--- config.mk ---
export PLATFORM = sky130hd
export DESIGN_NAME = vic_top
export DESIGN_NICKNAME = d
export VERILOG_FILES = /design/src/rtl/vic_pkg.sv /design/src/rtl/vic_top.sv
export SDC_FILE = /design/constraint.sdc
export NUM_CORES = 1
export LEC_CHECK = 0
export ABC_AREA = 1
export CORE_MARGIN = 3
export CORE_UTILIZATION = 63
export DETAILED_ROUTE_END_ITERATION = 12
export DONT_BUFFER_PORTS = 1
export PLACE_DENSITY = 0.82
export SLEW_MARGIN = 25
export SYNTH_ARGS = -nofsm -noshare
export SYNTH_HDL_FRONTEND = slang
export SYNTH_SLANG_ARGS = --single-unit
--- constraint.sdc ---
create_clock -name clock -period 4.47 [get_ports clock]
set_input_delay 0.894 -clock clock [delete_from_list [all_inputs] [get_ports clock]]
set_output_delay 0.894 -clock clock [all_outputs]
set_load 0.01 [all_outputs]
--- src/rtl/vic_pkg.sv ---
package vic_pkg;
	// ****************************************
	// timing
	// ****************************************
	localparam int CLOCK_HZ = 40000000;
	localparam int TICK_HZ = 1000000;
	localparam int TICK_DIV = CLOCK_HZ / TICK_HZ;
	localparam int TIMER_W = 12;
	localparam int TAP_FAST_US = 128;
	localparam int TAP_SLOW_US = 1024;
	localparam int TAP_FAST_BIT = $clog2(TAP_FAST_US) - 1;
	localparam int TAP_SLOW_BIT = $clog2(TAP_SLOW_US) - 1;
	// ****************************************
	// sources and vectors
	// ****************************************
	localparam int NUM_SRC = 7;
	localparam int SRC_BUS_RESET = 0;
	localparam int SRC_TAP_FAST = 1;
	localparam int SRC_TAP_SLOW = 2;
	localparam int SRC_EP0 = 3;
	localparam int SRC_EP1 = 4;
	localparam int SRC_WAKE = 5;
	localparam int SRC_GPIO = 6;
	localparam int GPIO_W = 10;
	localparam logic [2:0] VEC_NONE = 3'h7;
	// ****************************************
	// register word offsets (byte addresses)
	// ****************************************
	localparam int ADDR_W = 8;
	localparam logic [ADDR_W-1:0] OFS_STATUS = 8'h00;
	localparam logic [ADDR_W-1:0] OFS_MASK = 8'h04;
	localparam logic [ADDR_W-1:0] OFS_GPIO_EN = 8'h08;
	localparam logic [ADDR_W-1:0] OFS_GPIO_POL = 8'h0c;
	localparam logic [ADDR_W-1:0] OFS_TIMER = 8'h10;
	localparam logic [ADDR_W-1:0] OFS_VECTOR = 8'h14;
	localparam logic [ADDR_W-1:0] OFS_GPIO_IN = 8'h18;
	localparam logic [31:0] UNMAPPED_DATA = 32'hdeadbeef;
	// ****************************************
	// carriers
	// ****************************************
	typedef struct packed {
		logic usb_bus_reset;
		logic ep0_done;
		logic ep1_done;
		logic wake_expired;
	} vic_evt_t;
	typedef struct packed {
		logic read;
		logic write;
		logic [ADDR_W-1:0] address;
		logic [31:0] writedata;
	} vic_req_t;
endpackage

--- src/rtl/vic_top.sv ---
`timescale 1ns/1ps
// Functional notes
// twelve-bit free-running timer advances on a 1 MHz tick from the clock
// timer gives two interrupt sources, every 128 us and every 1.024 ms
// timer interrupts recur periodically only while their enable is set
// vectored controller with seven individually maskable sources
// sources: bus reset, 128us, 1.024ms, two endpoints, wake-up, GPIO
// endpoint request raised only after a transaction to it completes
// per-pin GPIO mask selects which pins feed the single GPIO request
// per-pin polarity chooses rising or falling edge for GPIO interrupt
// start of PS/2 clock or data activity raises an interrupt
// timer count readable anytime for elapsed time by subtraction
// timer wraps from maximum to zero and keeps counting
module vic_top import vic_pkg::*; #(
	parameter int GPIO_PINS = GPIO_W
) (
	// clock and reset
	input wire logic clock,
	input wire logic reset,
	// avalon-mm slave
	input wire logic [ADDR_W-1:0] avs_address,
	input wire logic avs_read,
	input wire logic avs_write,
	input wire logic [31:0] avs_writedata,
	output logic [31:0] avs_readdata,
	output logic avs_waitrequest,
	// one-cycle events from on-chip logic (same clock)
	input wire vic_evt_t events,
	// asynchronous pins
	input wire logic [GPIO_PINS-1:0] gpio_in,
	input wire logic ps2_clk_in,
	input wire logic ps2_data_in,
	// processor side
	output logic irq,
	output logic [2:0] irq_vector
);
	// ****************************************
	// elaboration checks
	// ****************************************
	if (GPIO_PINS < 1 || GPIO_PINS > 32) begin : g_bad_pins
		$error("GPIO_PINS must be 1..32");
	end
	if (TICK_DIV < 1) begin : g_bad_div
		$error("clock slower than timer tick");
	end

	localparam int DIV_W = $clog2(TICK_DIV + 1);
	localparam logic [DIV_W-1:0] DIV_LAST = DIV_W'(TICK_DIV - 1);
	localparam logic [DIV_W-1:0] DIV_ZERO = '0;

	logic [DIV_W-1:0] div_count;
	logic tick;
	logic [TIMER_W-1:0] timer;
	logic [NUM_SRC-1:0] status;
	logic [NUM_SRC-1:0] mask;
	logic [GPIO_PINS-1:0] gpio_en;
	logic [GPIO_PINS-1:0] gpio_pol;
	logic [GPIO_PINS-1:0] gpio_s1, gpio_s2, gpio_s3, gpio_level;
	logic [1:0] ps2_s1, ps2_s2, ps2_s3, ps2_level;
	logic [NUM_SRC-1:0] raise;
	logic [NUM_SRC-1:0] clear;
	logic [NUM_SRC-1:0] pending;
	logic [2:0] next_vector;
	logic fast_tap, slow_tap;
	logic gpio_hit, ps2_start;
	vic_req_t req;
	logic access;

	assign req = '{read: avs_read, write: avs_write, address: avs_address,
		writedata: avs_writedata};

	// ****************************************
	// 1 MHz tick and free-running timer
	// ****************************************
	// divider makes the one-cycle tick enable
	always_ff @(posedge clock or posedge reset) begin
		if (reset) begin
			div_count <= DIV_ZERO;
			tick <= 1'b0;
		end else if (div_count == DIV_LAST) begin
			div_count <= DIV_ZERO;
			tick <= 1'b1;
		end else begin
			div_count <= div_count + 1'b1;
			tick <= 1'b0;
		end
	end

	// timer counts on every tick and wraps naturally
	always_ff @(posedge clock or posedge reset) begin
		if (reset) begin
			timer <= '0;
		end else if (tick) begin
			timer <= timer + 1'b1; // see R1
		end
	end

	// taps fire when the low bits roll over to zero
	assign fast_tap = tick && (&timer[TAP_FAST_BIT:0]);
	assign slow_tap = tick && (&timer[TAP_SLOW_BIT:0]);

	// ****************************************
	// pin synchronisers
	// ****************************************
	// three stages; a change counts when stages two and three agree
	always_ff @(posedge clock or posedge reset) begin
		if (reset) begin
			gpio_s1 <= '0;
			gpio_s2 <= '0;
			gpio_s3 <= '0;
			ps2_s1 <= '0;
			ps2_s2 <= '0;
			ps2_s3 <= '0;
		end else begin
			gpio_s1 <= gpio_in;
			gpio_s2 <= gpio_s1;
			gpio_s3 <= gpio_s2;
			ps2_s1 <= {ps2_clk_in, ps2_data_in};
			ps2_s2 <= ps2_s1;
			ps2_s3 <= ps2_s2;
		end
	end

	// stage three is copied straight in until it holds real pin samples,
	// so a pin that sits high out of reset gives no false edge
	localparam int SYNC_FILL = 4;
	logic [2:0] fill_count;
	logic levels_valid;
	always_ff @(posedge clock or posedge reset) begin
		if (reset) begin
			fill_count <= '0;
		end else if (!levels_valid) begin
			fill_count <= fill_count + 1'b1;
		end
	end
	assign levels_valid = (fill_count == 3'(SYNC_FILL));

	// filtered levels follow a pin once stages two and three agree
	always_ff @(posedge clock or posedge reset) begin
		if (reset) begin
			gpio_level <= '0;
			ps2_level <= 2'h3;
		end else if (!levels_valid) begin
			gpio_level <= gpio_s3;
			ps2_level <= ps2_s3;
		end else begin
			for (int i = 0; i < GPIO_PINS; i++) begin
				if (gpio_s2[i] == gpio_s3[i]) begin
					gpio_level[i] <= gpio_s3[i];
				end
			end
			for (int j = 0; j < 2; j++) begin
				if (ps2_s2[j] == ps2_s3[j]) begin
					ps2_level[j] <= ps2_s3[j];
				end
			end
		end
	end

	// ****************************************
	// edge detection
	// ****************************************
	logic [GPIO_PINS-1:0] gpio_edge;
	always_comb begin
		for (int i = 0; i < GPIO_PINS; i++) begin
			// polarity 1 selects rising, 0 selects falling
			gpio_edge[i] = (gpio_s2[i] == gpio_s3[i]) && (gpio_s3[i] != gpio_level[i])
				&& (gpio_s3[i] == gpio_pol[i]);
		end
	end
	assign gpio_hit = levels_valid && |(gpio_edge & gpio_en);

	// ps/2 idles high; activity starts when either line falls
	assign ps2_start = levels_valid && (
		((ps2_s2[1] == ps2_s3[1]) && !ps2_s3[1] && ps2_level[1]) ||
		((ps2_s2[0] == ps2_s3[0]) && !ps2_s3[0] && ps2_level[0]));

	// ****************************************
	// sticky status and mask
	// ****************************************
	always_comb begin
		raise = '0;
		raise[SRC_BUS_RESET] = events.usb_bus_reset || ps2_start; // see R5
		raise[SRC_TAP_FAST] = fast_tap && mask[SRC_TAP_FAST];
		raise[SRC_TAP_SLOW] = slow_tap && mask[SRC_TAP_SLOW];
		raise[SRC_EP0] = events.ep0_done;
		raise[SRC_EP1] = events.ep1_done;
		raise[SRC_WAKE] = events.wake_expired;
		raise[SRC_GPIO] = gpio_hit;
	end

	assign access = (req.read || req.write) && !avs_waitrequest;
	assign clear = (access && req.write && req.address == OFS_STATUS)
		? req.writedata[NUM_SRC-1:0] : '0;

	// set wins over write-one-to-clear
	always_ff @(posedge clock or posedge reset) begin
		if (reset) begin
			status <= '0;
		end else begin
			status <= (status & ~clear) | raise;
		end
	end

	assign pending = status & mask;

	// lowest index has highest priority
	always_comb begin
		next_vector = VEC_NONE;
		for (int k = NUM_SRC - 1; k >= 0; k--) begin
			if (pending[k]) begin
				next_vector = 3'(k);
			end
		end
	end

	always_ff @(posedge clock or posedge reset) begin
		if (reset) begin
			irq <= 1'b0;
			irq_vector <= VEC_NONE;
		end else begin
			irq <= |pending;
			irq_vector <= next_vector;
		end
	end

	// ****************************************
	// avalon-mm slave
	// ****************************************
	// waitrequest drops for one cycle per request, answering on the second edge
	always_ff @(posedge clock or posedge reset) begin
		if (reset) begin
			avs_waitrequest <= 1'b1;
		end else begin
			avs_waitrequest <= !((req.read || req.write) && avs_waitrequest);
		end
	end

	// writable control registers
	always_ff @(posedge clock or posedge reset) begin
		if (reset) begin
			mask <= '0;
			gpio_en <= '0;
			gpio_pol <= '0;
		end else if (access && req.write) begin
			case (req.address)
				OFS_MASK: mask <= req.writedata[NUM_SRC-1:0];
				OFS_GPIO_EN: gpio_en <= req.writedata[GPIO_PINS-1:0];
				OFS_GPIO_POL: gpio_pol <= req.writedata[GPIO_PINS-1:0];
				default: ;
			endcase
		end
	end

	// read data registered while waitrequest is high
	always_ff @(posedge clock or posedge reset) begin
		if (reset) begin
			avs_readdata <= '0;
		end else if (req.read && avs_waitrequest) begin
			case (req.address)
				OFS_STATUS: avs_readdata <= 32'(status);
				OFS_MASK: avs_readdata <= 32'(mask);
				OFS_GPIO_EN: avs_readdata <= 32'(gpio_en);
				OFS_GPIO_POL: avs_readdata <= 32'(gpio_pol);
				OFS_TIMER: avs_readdata <= 32'(timer);
				OFS_VECTOR: avs_readdata <= 32'(irq_vector);
				OFS_GPIO_IN: avs_readdata <= 32'(gpio_level);
				default: avs_readdata <= UNMAPPED_DATA;
			endcase
		end
	end

	// ****************************************
	// assertions
	// ****************************************
	// tick and timer; spacing is checked short and long to keep repetition small
	localparam int TICK_GAP = TICK_DIV;
	tick_spacing_a: assert property (@(posedge clock) disable iff (reset)
		tick |=> !tick [*8])
		else $error("tick spacing too short");
	tick_period_a: assert property (@(posedge clock) disable iff (reset)
		tick |-> ##TICK_GAP tick)
		else $error("tick period wrong");
	timer_step_a: assert property (@(posedge clock) disable iff (reset)
		tick |=> timer == $past(timer) + 12'h001)
		else $error("timer did not advance");
	timer_hold_a: assert property (@(posedge clock) disable iff (reset)
		!tick |=> timer == $past(timer))
		else $error("timer moved without tick");
	// timer taps
	fast_tap_a: assert property (@(posedge clock) disable iff (reset)
		(tick && (&timer[TAP_FAST_BIT:0]) && mask[SRC_TAP_FAST]) |=> status[SRC_TAP_FAST])
		else $error("128 us tap missed");
	slow_tap_a: assert property (@(posedge clock) disable iff (reset)
		(tick && (&timer[TAP_SLOW_BIT:0]) && mask[SRC_TAP_SLOW]) |=> status[SRC_TAP_SLOW])
		else $error("1.024 ms tap missed");
	slow_gate_a: assert property (@(posedge clock) disable iff (reset)
		(!mask[SRC_TAP_SLOW] && !status[SRC_TAP_SLOW]) ##1 !mask[SRC_TAP_SLOW]
		|-> !status[SRC_TAP_SLOW])
		else $error("disabled tap set status");
	fast_gate_a: assert property (@(posedge clock) disable iff (reset)
		(!mask[SRC_TAP_FAST] && !status[SRC_TAP_FAST]) ##1 !mask[SRC_TAP_FAST]
		|-> !status[SRC_TAP_FAST])
		else $error("disabled fast tap set status");
	// controller output
	irq_level_a: assert property (@(posedge clock) disable iff (reset)
		|(status & mask) |=> irq)
		else $error("irq missing for pending source");
	irq_idle_a: assert property (@(posedge clock) disable iff (reset)
		((status & mask) == '0) |=> (!irq && irq_vector == VEC_NONE))
		else $error("irq without pending source");
	mask_irq_a: assert property (@(posedge clock) disable iff (reset)
		(mask == '0) |=> !irq)
		else $error("irq with all sources masked");
	vector_prio_a: assert property (@(posedge clock) disable iff (reset)
		(status[SRC_BUS_RESET] && mask[SRC_BUS_RESET]) |=> irq_vector == 3'(SRC_BUS_RESET))
		else $error("highest priority vector not shown");
	// sources
	bus_reset_a: assert property (@(posedge clock) disable iff (reset)
		events.usb_bus_reset |=> status[SRC_BUS_RESET])
		else $error("bus reset event lost");
	wake_evt_a: assert property (@(posedge clock) disable iff (reset)
		events.wake_expired |=> status[SRC_WAKE])
		else $error("wake event lost");
	ep_done_a: assert property (@(posedge clock) disable iff (reset)
		events.ep0_done |=> status[SRC_EP0])
		else $error("endpoint event lost");
	ep1_done_a: assert property (@(posedge clock) disable iff (reset)
		events.ep1_done |=> status[SRC_EP1])
		else $error("second endpoint event lost");
	ep_quiet_a: assert property (@(posedge clock) disable iff (reset)
		(!events.ep0_done && !status[SRC_EP0]) |=> !status[SRC_EP0])
		else $error("endpoint raised without transaction");
	gpio_mask_a: assert property (@(posedge clock) disable iff (reset)
		(gpio_en == '0 && !status[SRC_GPIO]) |=> !status[SRC_GPIO])
		else $error("masked gpio raised");
	gpio_idle_a: assert property (@(posedge clock) disable iff (reset)
		((gpio_s2 == gpio_s3) && (gpio_s3 == gpio_level)) |-> !gpio_hit)
		else $error("gpio hit without pin change");
	ps2_start_a: assert property (@(posedge clock) disable iff (reset)
		ps2_start |=> status[SRC_BUS_RESET])
		else $error("ps2 start lost");
	// register access; one answer per request
	wait_pulse_a: assert property (@(posedge clock) disable iff (reset)
		!avs_waitrequest |=> avs_waitrequest)
		else $error("waitrequest low too long");
	timer_read_a: assert property (@(posedge clock) disable iff (reset)
		(req.read && avs_waitrequest && req.address == OFS_TIMER)
		|=> avs_readdata == 32'($past(timer)))
		else $error("timer read wrong");
endmodule

**Word-level counts from Yosys, hierarchy flattened**

Cells that the tools add are included.

- Bitwise logic cells: 5
- Multiplexer cells: 25
- Reductions and logical operators: 50
- Add/subtract/negate cells: 3
- Equality and inequality tests: 52

Operators with widths:

| cell | number |
|---|---|
| 32-bit one-hot mux with 7 select lines | 1 |
| 1-bit logical AND | 35 |
| 8-bit by 5-bit equality test with 1-bit output (second input constant) | 3 |
| 2-bit by 1-bit != test with 1-bit output (second input constant) | 12 |
| 1-bit equality test | 22 |
| 3-bit two-way mux | 6 |
| 8-bit by 4-bit equality test with 1-bit output (second input constant) | 2 |
| 7-bit bitwise AND | 2 |
| 1-bit two-way mux | 14 |
| 12-bit by 1-bit adder with 12-bit output (second input constant) | 1 |
| 10-bit bitwise AND | 1 |
| 10-bit two-way mux | 1 |
| 1-bit != test | 10 |
| 10-bit AND reduction | 1 |
| 10-bit OR reduction | 1 |
| 8-bit by 3-bit equality test with 1-bit output (second input constant) | 1 |
| 8-bit logical NOT | 1 |
| 7-bit two-way mux | 1 |
| 7-bit inverter | 1 |
| 7-bit bitwise OR | 1 |
| 7-bit AND reduction | 1 |
| 7-bit OR reduction | 1 |
| 6-bit by 1-bit adder with 6-bit output (second input constant) | 1 |
| 6-bit equality test (second input constant) | 1 |
| 7 further kinds | 14 |

- Register bits after elaboration: 141
- Logic and storage cells: 165
- Output and inout port bits: 37
- Bits of input ports: 60

**Logic depth before layout (Yosys ltp)**

Gate-level depths: netlist of run 1.

- Depth in word-level cells: 8
- Depth in mapped cells: 10
- Depth with buffers taken out: 10

**Worst setup path before layout of run 1**

Ideal clock, no wire load.

- Kind: input-to-reg
- Start: input avs_address[1]
- End: register status[1]
- Setup slack: 2705 ps
- Buffers on the path: 0
- Data arrival time: 1637 ps
- Setup time: 128 ps
- Required time: 4342 ps
- Stages: 6
- Cell sequence: nor2_2 > nand3_2 > nor2_4 > nand2_4 > o21ai_0 > o31ai_1

- Cells in the longest elaborated chain, start to end: 6

RTL lines:

| item | line | text |
|---|---|---|
| start: declaration | vic_top.sv:21 | `input wire logic [ADDR_W-1:0] avs_address,` |
| 8-bit logical NOT | vic_top.sv:193 | `assign clear = (access && req.write && req.address == OFS_STATUS)` |
| 1-bit logical AND | vic_top.sv:193 |  |
| 7-bit two-way mux | vic_top.sv:194 | `? req.writedata[NUM_SRC-1:0] : '0;` |
| 7-bit inverter | vic_top.sv:201 | `status <= (status & ~clear) \| raise;` |
| 7-bit bitwise AND | vic_top.sv:201 |  |
| 7-bit bitwise OR | vic_top.sv:201 |  |
| end signal: assignment | vic_top.sv:201 |  |
| end: declaration | vic_top.sv:54 | `logic [NUM_SRC-1:0] status;` |

Every way passes these cells.
A chain may end at the register's enable or synchronous reset.

==> summary.txt, run 1 <==
Finish
  – Antenna Cells: 0
  – Multi-input logic area: 2138 µm²
  – Share of post-route cells with drive strength above 1: 12.92%
  – Sequential cell area: about 3000 µm²
  – Syn-to-layout area delta: 9.097%
  – Fin util: 71.40%
  – FILL cells: 632
  – Nets: between 700 and 800

Clock tree
  – Clk root buf: clkbuf_8
  – Hold buffer count at CTS: 0
  – Bufs on Longest Clock Path: 2
  – CTS tree: yes
  – Cts repair resizes: 0
  – Setup bufs post-CTS: 0
  – Total CTS buffers: 17
  – CTS Sinks: approximately 120
  – Clock-pin transition on the worst setup and hold timing paths: approximately 0.06 ns
  – Later-pin clock latency in the skew report: 0.53 ns
  – H-tree depth: 4

Detailed routing
  – Total Wirelength: 12280 µm
  – Vias: 4289
  – Pre-antenna DRT Iters: 5
  – Residual DRC: 0
  – Routed length per instance: 16.20 µm
  – DRT iter0 DRCs: between 200 and 300
  – Antenna-violating nets left: 0
  – Vias per cell: 5.658

GRT
  – First-pass GRT wire length: 20390 µm
  – Largest net degree at the start of global routing: 67
  – Total Routing Usage GR: between 20% and 30%
  – Vias in the first global route: 4299
  – Initial antenna violation count: 0
  – Grt ovf: 0

Worst setup path
  – Critical path peak fanout: 14
  – CP max-delay cell: buf_4
  – Buf/Inv on CP: 1
  – R2R cell count: 4
  – FF-to-FF setup slack: about 2.6 ns
  – Crit path DAT: 1.23 ns
  – Setup crit end kind: output port
  – CP required: around 3.6 ns
  – CP Launch Type: register
  – CP peak stage delay: 0.36 ns
  – Worst R2R End: gpio_pol[8]
  – CP top delay family: buffers and inverters
  – RR Startpoint: avs_waitrequest
  – Crit path kind: register to output port
  – Critical Path, Cell by Cell: buf_4

STA
  – Setup violators final: 0
  – Worst Skew: 0.01214 ns
  – Tcrit/Tclk final: 47.55%
  – Max-slew headroom: between 40% and 50%
  – Period minus WS final: 2.125 ns
  – Setup TNS: 0 ns
  – Max-slew violations: 0
  – RSZ-0062 raised after global routing: false
  – Final hold vios: 0
  – FMAX: 470.5 MHz
  – Slew at the pin closest to its max-slew limit: between 0.8 and 0.9 ns

Placement
  – PortBufs: 0
  – GPL Wtd Cong: between 0.8 and 0.9
  – DP HPWL: 8456 µm

Synth
  – Mapped Cells: 640
  – Part of the Yosys area used for sequential elements: 53.36%
  – Synthesized flop and latch total: 122
  – Share of the synthesized area in the top cell type: 50.61%
  – Ys async rst share: 100.0%
  – Distinct cells, synth: 45
  – Synth top area cells: dfrtp_1 51%, nand2_1 9.0%, nand3_1 5.3%, inv_1 5.0%, nor2_1 3.9%
  – Most common library cells after synthesis: 137 x nand2_1, 116 x dfrtp_1, 76 x inv_1
  – Synth area leader: dfrtp_1
  – Post-Syn Area: 5736 µm²
  – Synth Area per Inst: between 8 and 9 µm²
  – Count leader, synth: nand2_1
  – Ys Warns: 0
  – Primary FF master, synth: dfrtp_1
  – Post-synth EDFFs: 0

Job
  – Max Cap Viol: 0

Pwr
  – Static leakage: 3.058 nW
  – Pwr/cell area: 426.1 nW/µm²
  – Peak VDD IR: 0.2717 mV

Floorplan
  – Die ar.: 10290 µm²
  – Die Ht: 101.4 µm
  – Core box area: 8763 µm²
  – Chip width: around 100 µm
  – Starting Density: 65.45%
  – I/O pins: between 90 and 100
  – Num rows: 34

Status
  – Status: finished clean

Hold path
  – Min-Delay Path Class: register to register
  – Hold_sp: gpio_s1[5]
  – Worst min-delay path endpoint: gpio_s2[5]
  – Hold depth: 0
-- stage by stage --
stage                     power (W)  instance area (µm²)  hold WS (ns)  cells  worst slack (ns)
final                      0.002666                 6257        0.3463    758             2.345
after detailed placement   0.001352                 5675        0.3347    726             1.891
after CTS                  0.002684                 6257        0.3474    758             2.331
after floorplan            0.001325                 5754        0.3312    645            0.3434
after global placement     0.001343                 5675        0.3321    726             1.936
after global routing       0.002762                 6257        0.3554    758             2.265
-- report_power, final --
group          switching [W]  total (W)  internal (W)
sequential         0.0000397    0.00120       0.00116
clock               0.000503    0.00133      0.000828
combinational       0.000101   0.000140     0.0000393
-- metal layers --
layer / GRT usage (%) / routed length [µm] / vias up
met5: 0 / 0 / -
met4: 8.589 / 155 / 0
met3: 7.576 / 958 / 15
met2: 42.71 / 6077 / 183
met1: 32.88 / 5091 / 2083
li1: - / - / 2008
-- registers in the layout (all words and copies together) (netlist names), 3 cells and up --
register,flops
fill_count,3
gpio_en,10
status,7
gpio_level,10
avs_readdata,13
gpio_s2,10
irq_vector,3
gpio_s3,10
gpio_pol,10
div_count,6
mask,7
timer,12
gpio_s1,10
-- worst max-delay path by stage --
| stage | startpoint | endpoint | slack (ns) | cells past startpoint |
|---|---|---|---|---|
| floorplan | reset | avs_readdata[0] | 0.34 | 1 |
| global placement | avs_address[6] | gpio_pol[3] | 1.94 | 6 |
| detailed placement | avs_address[6] | gpio_pol[6] | 1.89 | 5 |
| CTS | avs_readdata[30] | avs_readdata[28] | 2.33 | 1 |
| global route | avs_address[4] | gpio_pol[4] | 2.26 | 6 |
| finish | avs_readdata[30] | avs_readdata[28] | 2.34 | 1 |
-- cells by family after synthesis --
logic type               synth area share, %
multiplexers                          0.1963
XOR/XNOR                               3.054
other                                0.06538
buffers and inverters                  9.686
adder cells (fa/ha/maj)                1.309
AO/OA/AOI/OAI                          8.094
flip-flops                             53.36
AND/OR/NAND/NOR                        24.24
-- placed cells by master (no fill, tap or decap), drive strengths merged --
cell type / instances
dfrtp: 116
o21bai: 1
a21boi: 1
o22ai: 1
o211ai: 1
nand2: 147
mux2: 1
ha: 6
clkinv: 5
nor3: 3
inv: 85
a21oi: 18
a22o: 1
xor2: 10
or2: 3
xnor2: 10
nand3b: 4
nand4: 1
nor2: 67
clkbuf: 20
clkinvlp: 3
o31ai: 1
buf: 3
nor4: 1
dfstp: 6
a31oi: 6
nand3: 67
o21ai: 53
bufinv: 2
conb: 6
nor3b: 1
-- area by class of cell --
type	instances	area share [%]
timing repair buffer	3	0.3599
inverter	83	5.099
clock buffer	20	7.119
clock inverter	12	2.180
tap	108	2.160
multi-input combinational	410	34.17
sequential	122	48.91
No activity file was read; power rests on OpenSTA's default activity.
==> run 2: changes to the inputs <==
- ABC_AREA: 1 -> 0
- clock period: 4.47 -> 2.1 ns (I/O delays scaled with it)
==> run 2 against run 1 <==
Area after synthesis down 7.0%; die area down 6.6%; setup slack worse by 2.1 ns; hold slack worse by 0.32 ns; largest power group unchanged.
==> summary.txt, run 2 <==
STA
  – Period minus WS final: 1.829 ns
  – Setup TNS: 0 ns (unchanged)
  – FMAX: approximately 550 MHz
  – RSZ-0062 raised after global routing: false
  – Worst Skew: 0.007434 ns (-0.004707 ns)
  – Final setup margin: 0.2713 ns (-2.073 ns)
  – Max-slew violations: 0 (unchanged)
  – Final hold vios: 0 (unchanged)
  – Tcrit/Tclk final: about 87%
  – Worst hold slack: 0.02320 ns (-0.3231 ns)
  – Setup violators final: 0 (unchanged)

Floorplan
  – Chip width: 98.02 µm (-3.4%)
  – Num rows: 32 (-5.9%)
  – Starting Density: 66.94% (+1.5 points)
  – Core box area: 7968 µm² (-9.1%)
  – I/O pins: 97 (unchanged)
  – Die ar.: 9607 µm² (-6.6%)
  – Die Ht: 98.02 µm (-3.4%)

Synth
  – Synthesized flop and latch total: 122 (unchanged)
  – Ys Warns: 0 (unchanged)
  – Ys async rst share: 100.0% (unchanged)
  – Share of the synthesized area in the top cell type: 54.42% (+3.8 points)
  – Distinct cells, synth: 52 (+16%)
  – Synth Area per Inst: 11.80 µm² (+32%)
  – Most common library cells after synthesis: 116 x dfrtp_1, 37 x mux2_2, 34 x o21ai_0
  – Post-Syn Area: 5334 µm² (-7.0%)
  – Count leader, synth: dfrtp_1
  – Synth top area cells: dfrtp_1 54%, mux2_2 7.8%, o21ai_0 3.2%, dfstp_2 3.0%, buf_4 2.7%
  – Post-synth EDFFs: 0 (unchanged)
  – Synth area leader: dfrtp_1
  – Part of the Yosys area used for sequential elements: 57.38% (+4.0 points)
  – Primary FF master, synth: dfrtp_1
  – Mapped Cells: 452 (-29%)

Worst setup path
  – Critical Path, Cell by Cell: and4b_1 -> o21ai_0 -> nand4_1 -> a221oi_1 -> o21ai_0
  – R2R cell count: 5 (+1)
  – Critical path peak fanout: 4 (-10)
  – Crit path kind: register to register
  – Crit path DAT: 2.20 ns (+0.97 ns)
  – Levels on crit path: 5 (+4)
  – CP max-delay cell: a221oi_1
  – CP peak stage delay: 0.44 ns (+0.08 ns)
  – Setup crit end kind: register
  – CP top delay family: compound AO/OA/AOI/OAI gates
  – CP Launch Type: register
  – Buf/Inv on CP: 0 (-1)
  – Top cell by count, worst path: o21ai_0
  – CP required: 2.47 ns (-1.11 ns)

Finish
  – Nets: 545 (-22%)
  – Max FFs per register: 13 (unchanged)
  – Top reg by flops: avs_readdata
  – Antenna Cells: 0 (unchanged)
  – Syn-to-layout area delta: 16.07%
  – FILL cells: 491 (-22%)
  – Top flop regs: avs_readdata x13, timer x12
  – Most common cell after layout, fill and taps aside: dfrtp_1
  – Share of post-route cells with drive strength above 1: 20.53% (+7.6 points)
  – Commonest cells after routing, fill and taps aside: 116 x dfrtp_1, 37 x mux2_2, 34 x o21ai_0, 33 x nand2_1, 29 x nor2_1

Pwr
  – Pwr/cell area: 910.4 nW/µm² (+110%)
  – Final Power: 0.005636 W (+110%)
  – Peak VDD IR: 0.7488 mV (+180%)
  – Static leakage: 2.733 nW (-11%)

Detailed routing
  – Vias per cell: 6.362 (+12%)
  – Total Wirelength: 12280 µm (unchanged)
  – Routed length per instance: 20.68 µm (+28%)
  – Antenna-violating nets left: 0 (unchanged)
  – Pre-antenna DRT Iters: 5 (unchanged)
  – Vias: 3779 (-12%)
  – Residual DRC: 0 (unchanged)
  – DRT iter0 DRCs: 294 (-0.34%)

Hold path
  – Min-Delay Path Class: input port to register
  – Hold depth: 1 (+1)

Clock tree
  – Clock-pin transition on the worst setup and hold timing paths: 0.06 ns (about the same)
  – Later-pin clock latency in the skew report: 0.52 ns (about the same)
  – Cts repair resizes: 0 (unchanged)
  – Clk root buf: clkbuf_8
  – H-tree depth: 4 (unchanged)
  – Total CTS buffers: 17 (unchanged)
  – CTS Sinks: 122 (unchanged)
  – Bufs on Longest Clock Path: 2 (unchanged)
  – CTS tree: yes

GRT
  – Grt ovf: 0 (unchanged)
  – Largest net degree at the start of global routing: 87 (+30%)
  – Initial antenna violation count: 0 (unchanged)
  – Total Routing Usage GR: 26.72% (+0.86 points)
  – Vias in the first global route: 3732 (-13%)
  – First-pass GRT wire length: 19660 µm (-3.6%)

Placement
  – Setup WS pre-CTS: 0.2839 ns (-1.607 ns)
  – GPL Wtd Cong: 0.9751 (+11%)
  – PortBufs: 0 (unchanged)
  – DP HPWL: 8317 µm (-1.6%)

Status
  – Status: finished clean

Job
  – Max Cap Viol: 0 (unchanged)
-- run 2: cell types whose count changed in the layout (fill, tap and decap cells not counted), sizes merged, moves of 5 or more --
cell	previous run	this run
mux2	1	37
o21ai	53	34
nand3	67	12
nor4b	0	9
nand4	1	9
and4b	0	8
dlygate4sd3	0	18
nor2	67	29
a22oi	0	9
nand2	147	33
inv	85	21
nor2b	0	5
buf	3	15
-- run 2: worst reg2reg max path: stages, from the launching register on --
cell and delay, ns:
dfrtp_1 0.41, and4b_1 0.22, o21ai_0 0.28, nand4_1 0.19, a221oi_1 0.44, o21ai_0 0.16
-- run 2: through the flow --
step,area [µm²],utilization (%),std cells
global route,6191,77.70,594
floorplan,5356,-,457
global placement,5429,68.14,544
detailed placement,5429,68.14,544
finish,6191,77.70,594
CTS,6191,77.70,594
-- run 2: timing repair --
action	4_1_cts	5_1_grt
setup buffers	0	0
hold buffers	18	0
endpoints found under the hold margin	132	0
-- run 2: cell type report --
type	instances	area [µm²]	area share, %
Tap cell	102	127.6	2.061
Clock inverter	15	167.7	2.708
Timing Repair Buffer	33	317.8	5.133
Multi-Input combinational cell	287	2032	32.82
Clock buffer	17	414.1	6.690
Sequential cell	122	3060	49.43
Inverter	18	71.32	1.152
-- run 2: per-layer routing --
layer | vias to the layer above | global-route usage [%] | part of all wire, %
li1 | 1672 | - | -
met1 | 1900 | 36.05 | 41
met2 | 184 | 41.15 | 47
met3 | 23 | 8.071 | 9.5
met4 | 0 | 10.22 | 2.1
met5 | - | 0 | 0
-- run 2: power by group --
group          switching (W)  internal [W]  total [W]
clock network        0.00111       0.00171    0.00281
logic               0.000150      0.000127   0.000277
registers          0.0000907       0.00245    0.00254
total                0.00135       0.00429    0.00564
-- run 2: path summary, 6_finish.rpt --
path	startpoint	end	slack, ns
max	gpio_pol[0]	status[6]	0.27
min	events[3]	status[0]	0.02
max reg2reg	gpio_pol[0]	status[6]	0.27
min reg2reg	gpio_s1[5]	gpio_s2[5]	0.35
max in group asynchronous	reset	irq_vector[2]	1.21
min in group asynchronous	reset	ps2_s3[1]	0.50
-- run 2: kinds of logic after synthesis --
| family | Yosys count | share of synthesized area (%) |
|---|---|---|
| and+or+nand+nor | 123 | 12.97 |
| buffers and inverters | 48 | 4.879 |
| muxes | 43 | 9.641 |
| other | 1 | 0.07031 |
| adders and majority gates | 6 | 1.407 |
| DFF | 122 | 57.38 |
| xor gates and xnor gates | 15 | 2.463 |
| AOI/OAI and AO/OA | 94 | 11.19 |
==> run 3: changes to the inputs <==
==> constraint.sdc (replaced) <==
create_clock -name clock -period 2.1 [get_ports clock]
set_input_delay 0.315 -clock clock [delete_from_list [all_inputs] [get_ports clock]]
set_output_delay 0.315 -clock clock [all_outputs]
set_load 0.01 [all_outputs]
==> run 3 against run 2 <==
Cell area rose by 2.4%; combinational power rose by 13%; largest cell class unchanged; global-route usage rose by 3.0 points; highest routed layer unchanged.
==> summary.txt, run 3 (same netlist as run 2, synthesis figures left out) <==
Status
  – Status: finished clean

Finish
  – Commonest cells after routing, fill and taps aside: 116 x dfrtp_1, 37 x mux2_2, 34 x o21ai_0, 33 x nand2_1, 31 x dlygate4sd3_1
  – Top flop regs: avs_readdata x13, timer x12
  – Syn-to-layout area delta: 18.84%
  – Nets: 554 (+1.7%)
  – Max FFs per register: 13 (unchanged)
  – Fin util: 79.55% (+1.9 points)
  – Most common cell after layout, fill and taps aside: dfrtp_1
  – Post-route insts no fill: 603 (+1.5%)
  – Share of post-route cells with drive strength above 1: 19.56% (-0.97 points)
  – Top reg by flops: avs_readdata
  – Antenna Cells: 0 (unchanged)

STA
  – Tcrit/Tclk final: 94.86% (+7.8 points)
  – Max-slew violations: 0 (unchanged)
  – Worst Skew: 0.006882 ns (-0.0005516 ns)
  – RSZ-0062 raised after global routing: false
  – Setup violators final: 0 (unchanged)
  – Period minus WS final: 1.992 ns (+0.1633 ns)
  – Worst hold slack: 0.03106 ns (+0.007851 ns)
  – Final hold vios: 0 (unchanged)
  – FMAX: 502.0 MHz (-8.2%)
  – Slew at the pin closest to its max-slew limit: about 0.62 ns
  – Setup TNS: 0 ns (unchanged)
  – Max-slew headroom: 58.89%

GRT
  – Largest net degree at the start of global routing: 62 (-29%)
  – Grt ovf: 0 (unchanged)
  – Vias in the first global route: 4111 (+10%)
  – First-pass GRT wire length: 22000 µm (+12%)
  – Initial antenna violation count: 0 (unchanged)
  – Total Routing Usage GR: 29.67% (+3.0 points)

Worst setup path
  – CP peak stage delay: 0.55 ns (+0.11 ns)
  – Crit path DAT: 2.40 ns (+0.20 ns)
  – Setup crit end kind: register
  – CP required: 2.51 ns (+0.04 ns)
  – Critical path peak fanout: 14 (+10)
  – CP top delay family: buffers and inverters
  – CP Launch Type: register
  – CP max-delay cell: dlygate4sd3_1
  – Buf/Inv on CP: 3 (+3)
  – Critical Path, Cell by Cell: inv_1 -> ha_1 -> and2_0 -> buf_4 -> a221o_1 -> dlygate4sd3_1
  – Crit path kind: register to register

Pwr
  – Peak VDD IR: 0.7389 mV (-1.3%)
  – Final Power: 0.005956 W (+5.7%)
  – Pwr/cell area: 939.6 nW/µm² (+3.2%)
  – Static leakage: 2.788 nW (+2.0%)

Hold path
  – Min-Delay Path Class: input port to register

Placement
  – Post-Place Cells: 540 (-0.74%)
  – PortBufs: 0 (unchanged)
  – DP HPWL: 8455 µm (+1.7%)
  – GPL Wtd Cong: 0.9335 (-4.3%)

Clock tree
  – H-tree depth: 4 (unchanged)
  – Total CTS buffers: 17 (unchanged)
  – Bufs on Longest Clock Path: 2 (unchanged)
  – Clock-pin transition on the worst setup and hold timing paths: 0.06 ns (about the same)
  – CTS tree: yes
  – Setup bufs post-CTS: 0 (unchanged)
  – Clk root buf: clkbuf_8
  – Later-pin clock latency in the skew report: 0.52 ns (about the same)
  – CTS Sinks: 122 (unchanged)

Detailed routing
  – Routed length per instance: 22.17 µm (+7.2%)
  – Antenna-violating nets left: 0 (unchanged)
  – Residual DRC: 0 (unchanged)
  – Total Wirelength: 13370 µm (+8.8%)
  – Pre-antenna DRT Iters: 5 (unchanged)
  – Vias: 3937 (+4.2%)
  – DRT iter0 DRCs: 334 (+14%)
  – Vias per cell: 6.529 (+2.6%)

Floorplan
  – I/O pins: 97 (unchanged)
  – Die ar.: 9607 µm² (unchanged)
  – Num rows: 32 (unchanged)
  – Core box area: 7968 µm² (unchanged)
  – Chip width: 98.02 µm (unchanged)
  – Starting Density: 66.94% (unchanged)
  – Die Ht: 98.02 µm (unchanged)

Job
  – Max Cap Viol: 0 (unchanged)
## run 3: changes by cell type in the layout (fill, tap and decap cells not counted), sizes merged
cell / previous run / this run
inv: 21 / 22
buf: 15 / 11
clkinvlp: 5 / 4
clkinv: 5 / 3
bufinv: 2 / 4
dlygate4sd3: 18 / 31
## run 3: where the power goes
part	leakage, nW	switching [W]	internal (W)
Combinational	1.02	0.000167	0.000145
Clock	0.296	0.00114	0.00195
Sequential	1.47	0.0000960	0.00245
Total	2.79	0.00141	0.00455
## run 3: repair_timing
action,4_1_cts,5_1_grt
gates resized for setup,0,1
endpoints found under the hold margin,72,0
hold buffers,31,0
setup endpoints to repair,0,1
## run 3: final timing paths
path                                     from         endpoint  slack [ns]  cells past startpoint
min in group asynchronous               reset        status[0]        0.35                      2
worst max register to register  fill_count[0]        status[0]        0.11                      6
max in group asynchronous               reset       gpio_en[8]        1.04                      3
worst min register to register     gpio_s1[0]       gpio_s2[0]        0.35                      0
worst min-delay path                 avs_read  avs_readdata[8]        0.03                      3
worst max-delay path            fill_count[0]        status[0]        0.11                      6
## run 3: metal layers
metal  vias to the layer above  GRT usage [%]  wire length (µm)
met5                         -              0                 0
met1                      2000          38.50              5299
li1                       1698              -                 -
met3                        32          8.357              1116
met2                       207          48.38              6670
met4                         0          10.22               281
## run 3: per-stage QoR
stage / setup slack (ns) / instance area (µm²)
after floorplan: 0.2926 / 5356
after global placement: 0.2443 / 5399
after detailed placement: 0.2475 / 5399
after CTS: 0.05487 / 6336
after global routing: 0.02117 / 6339
final: 0.1079 / 6339
## run 3: cell type report
cell class | instances | area, µm²
inverters | 18 | 71.32
clock buffers | 17 | 414.1
fillers | 445 | 1629
flip-flops and latches | 122 | 3060
clock inverters | 15 | 212.7
multi-input cells | 287 | 2034
repair buffers | 42 | 417.9
well taps | 102 | 127.6
## run 3: worst reg2reg max path: cells and delay by family (launching register included)
family / cells / cell delay [ns]
buffers and inverters: 3 / 0.81
DFF: 1 / 0.38
AOI/OAI and AO/OA: 1 / 0.31
adders and majority gates: 1 / 0.21
and+or+nand+nor: 1 / 0.16
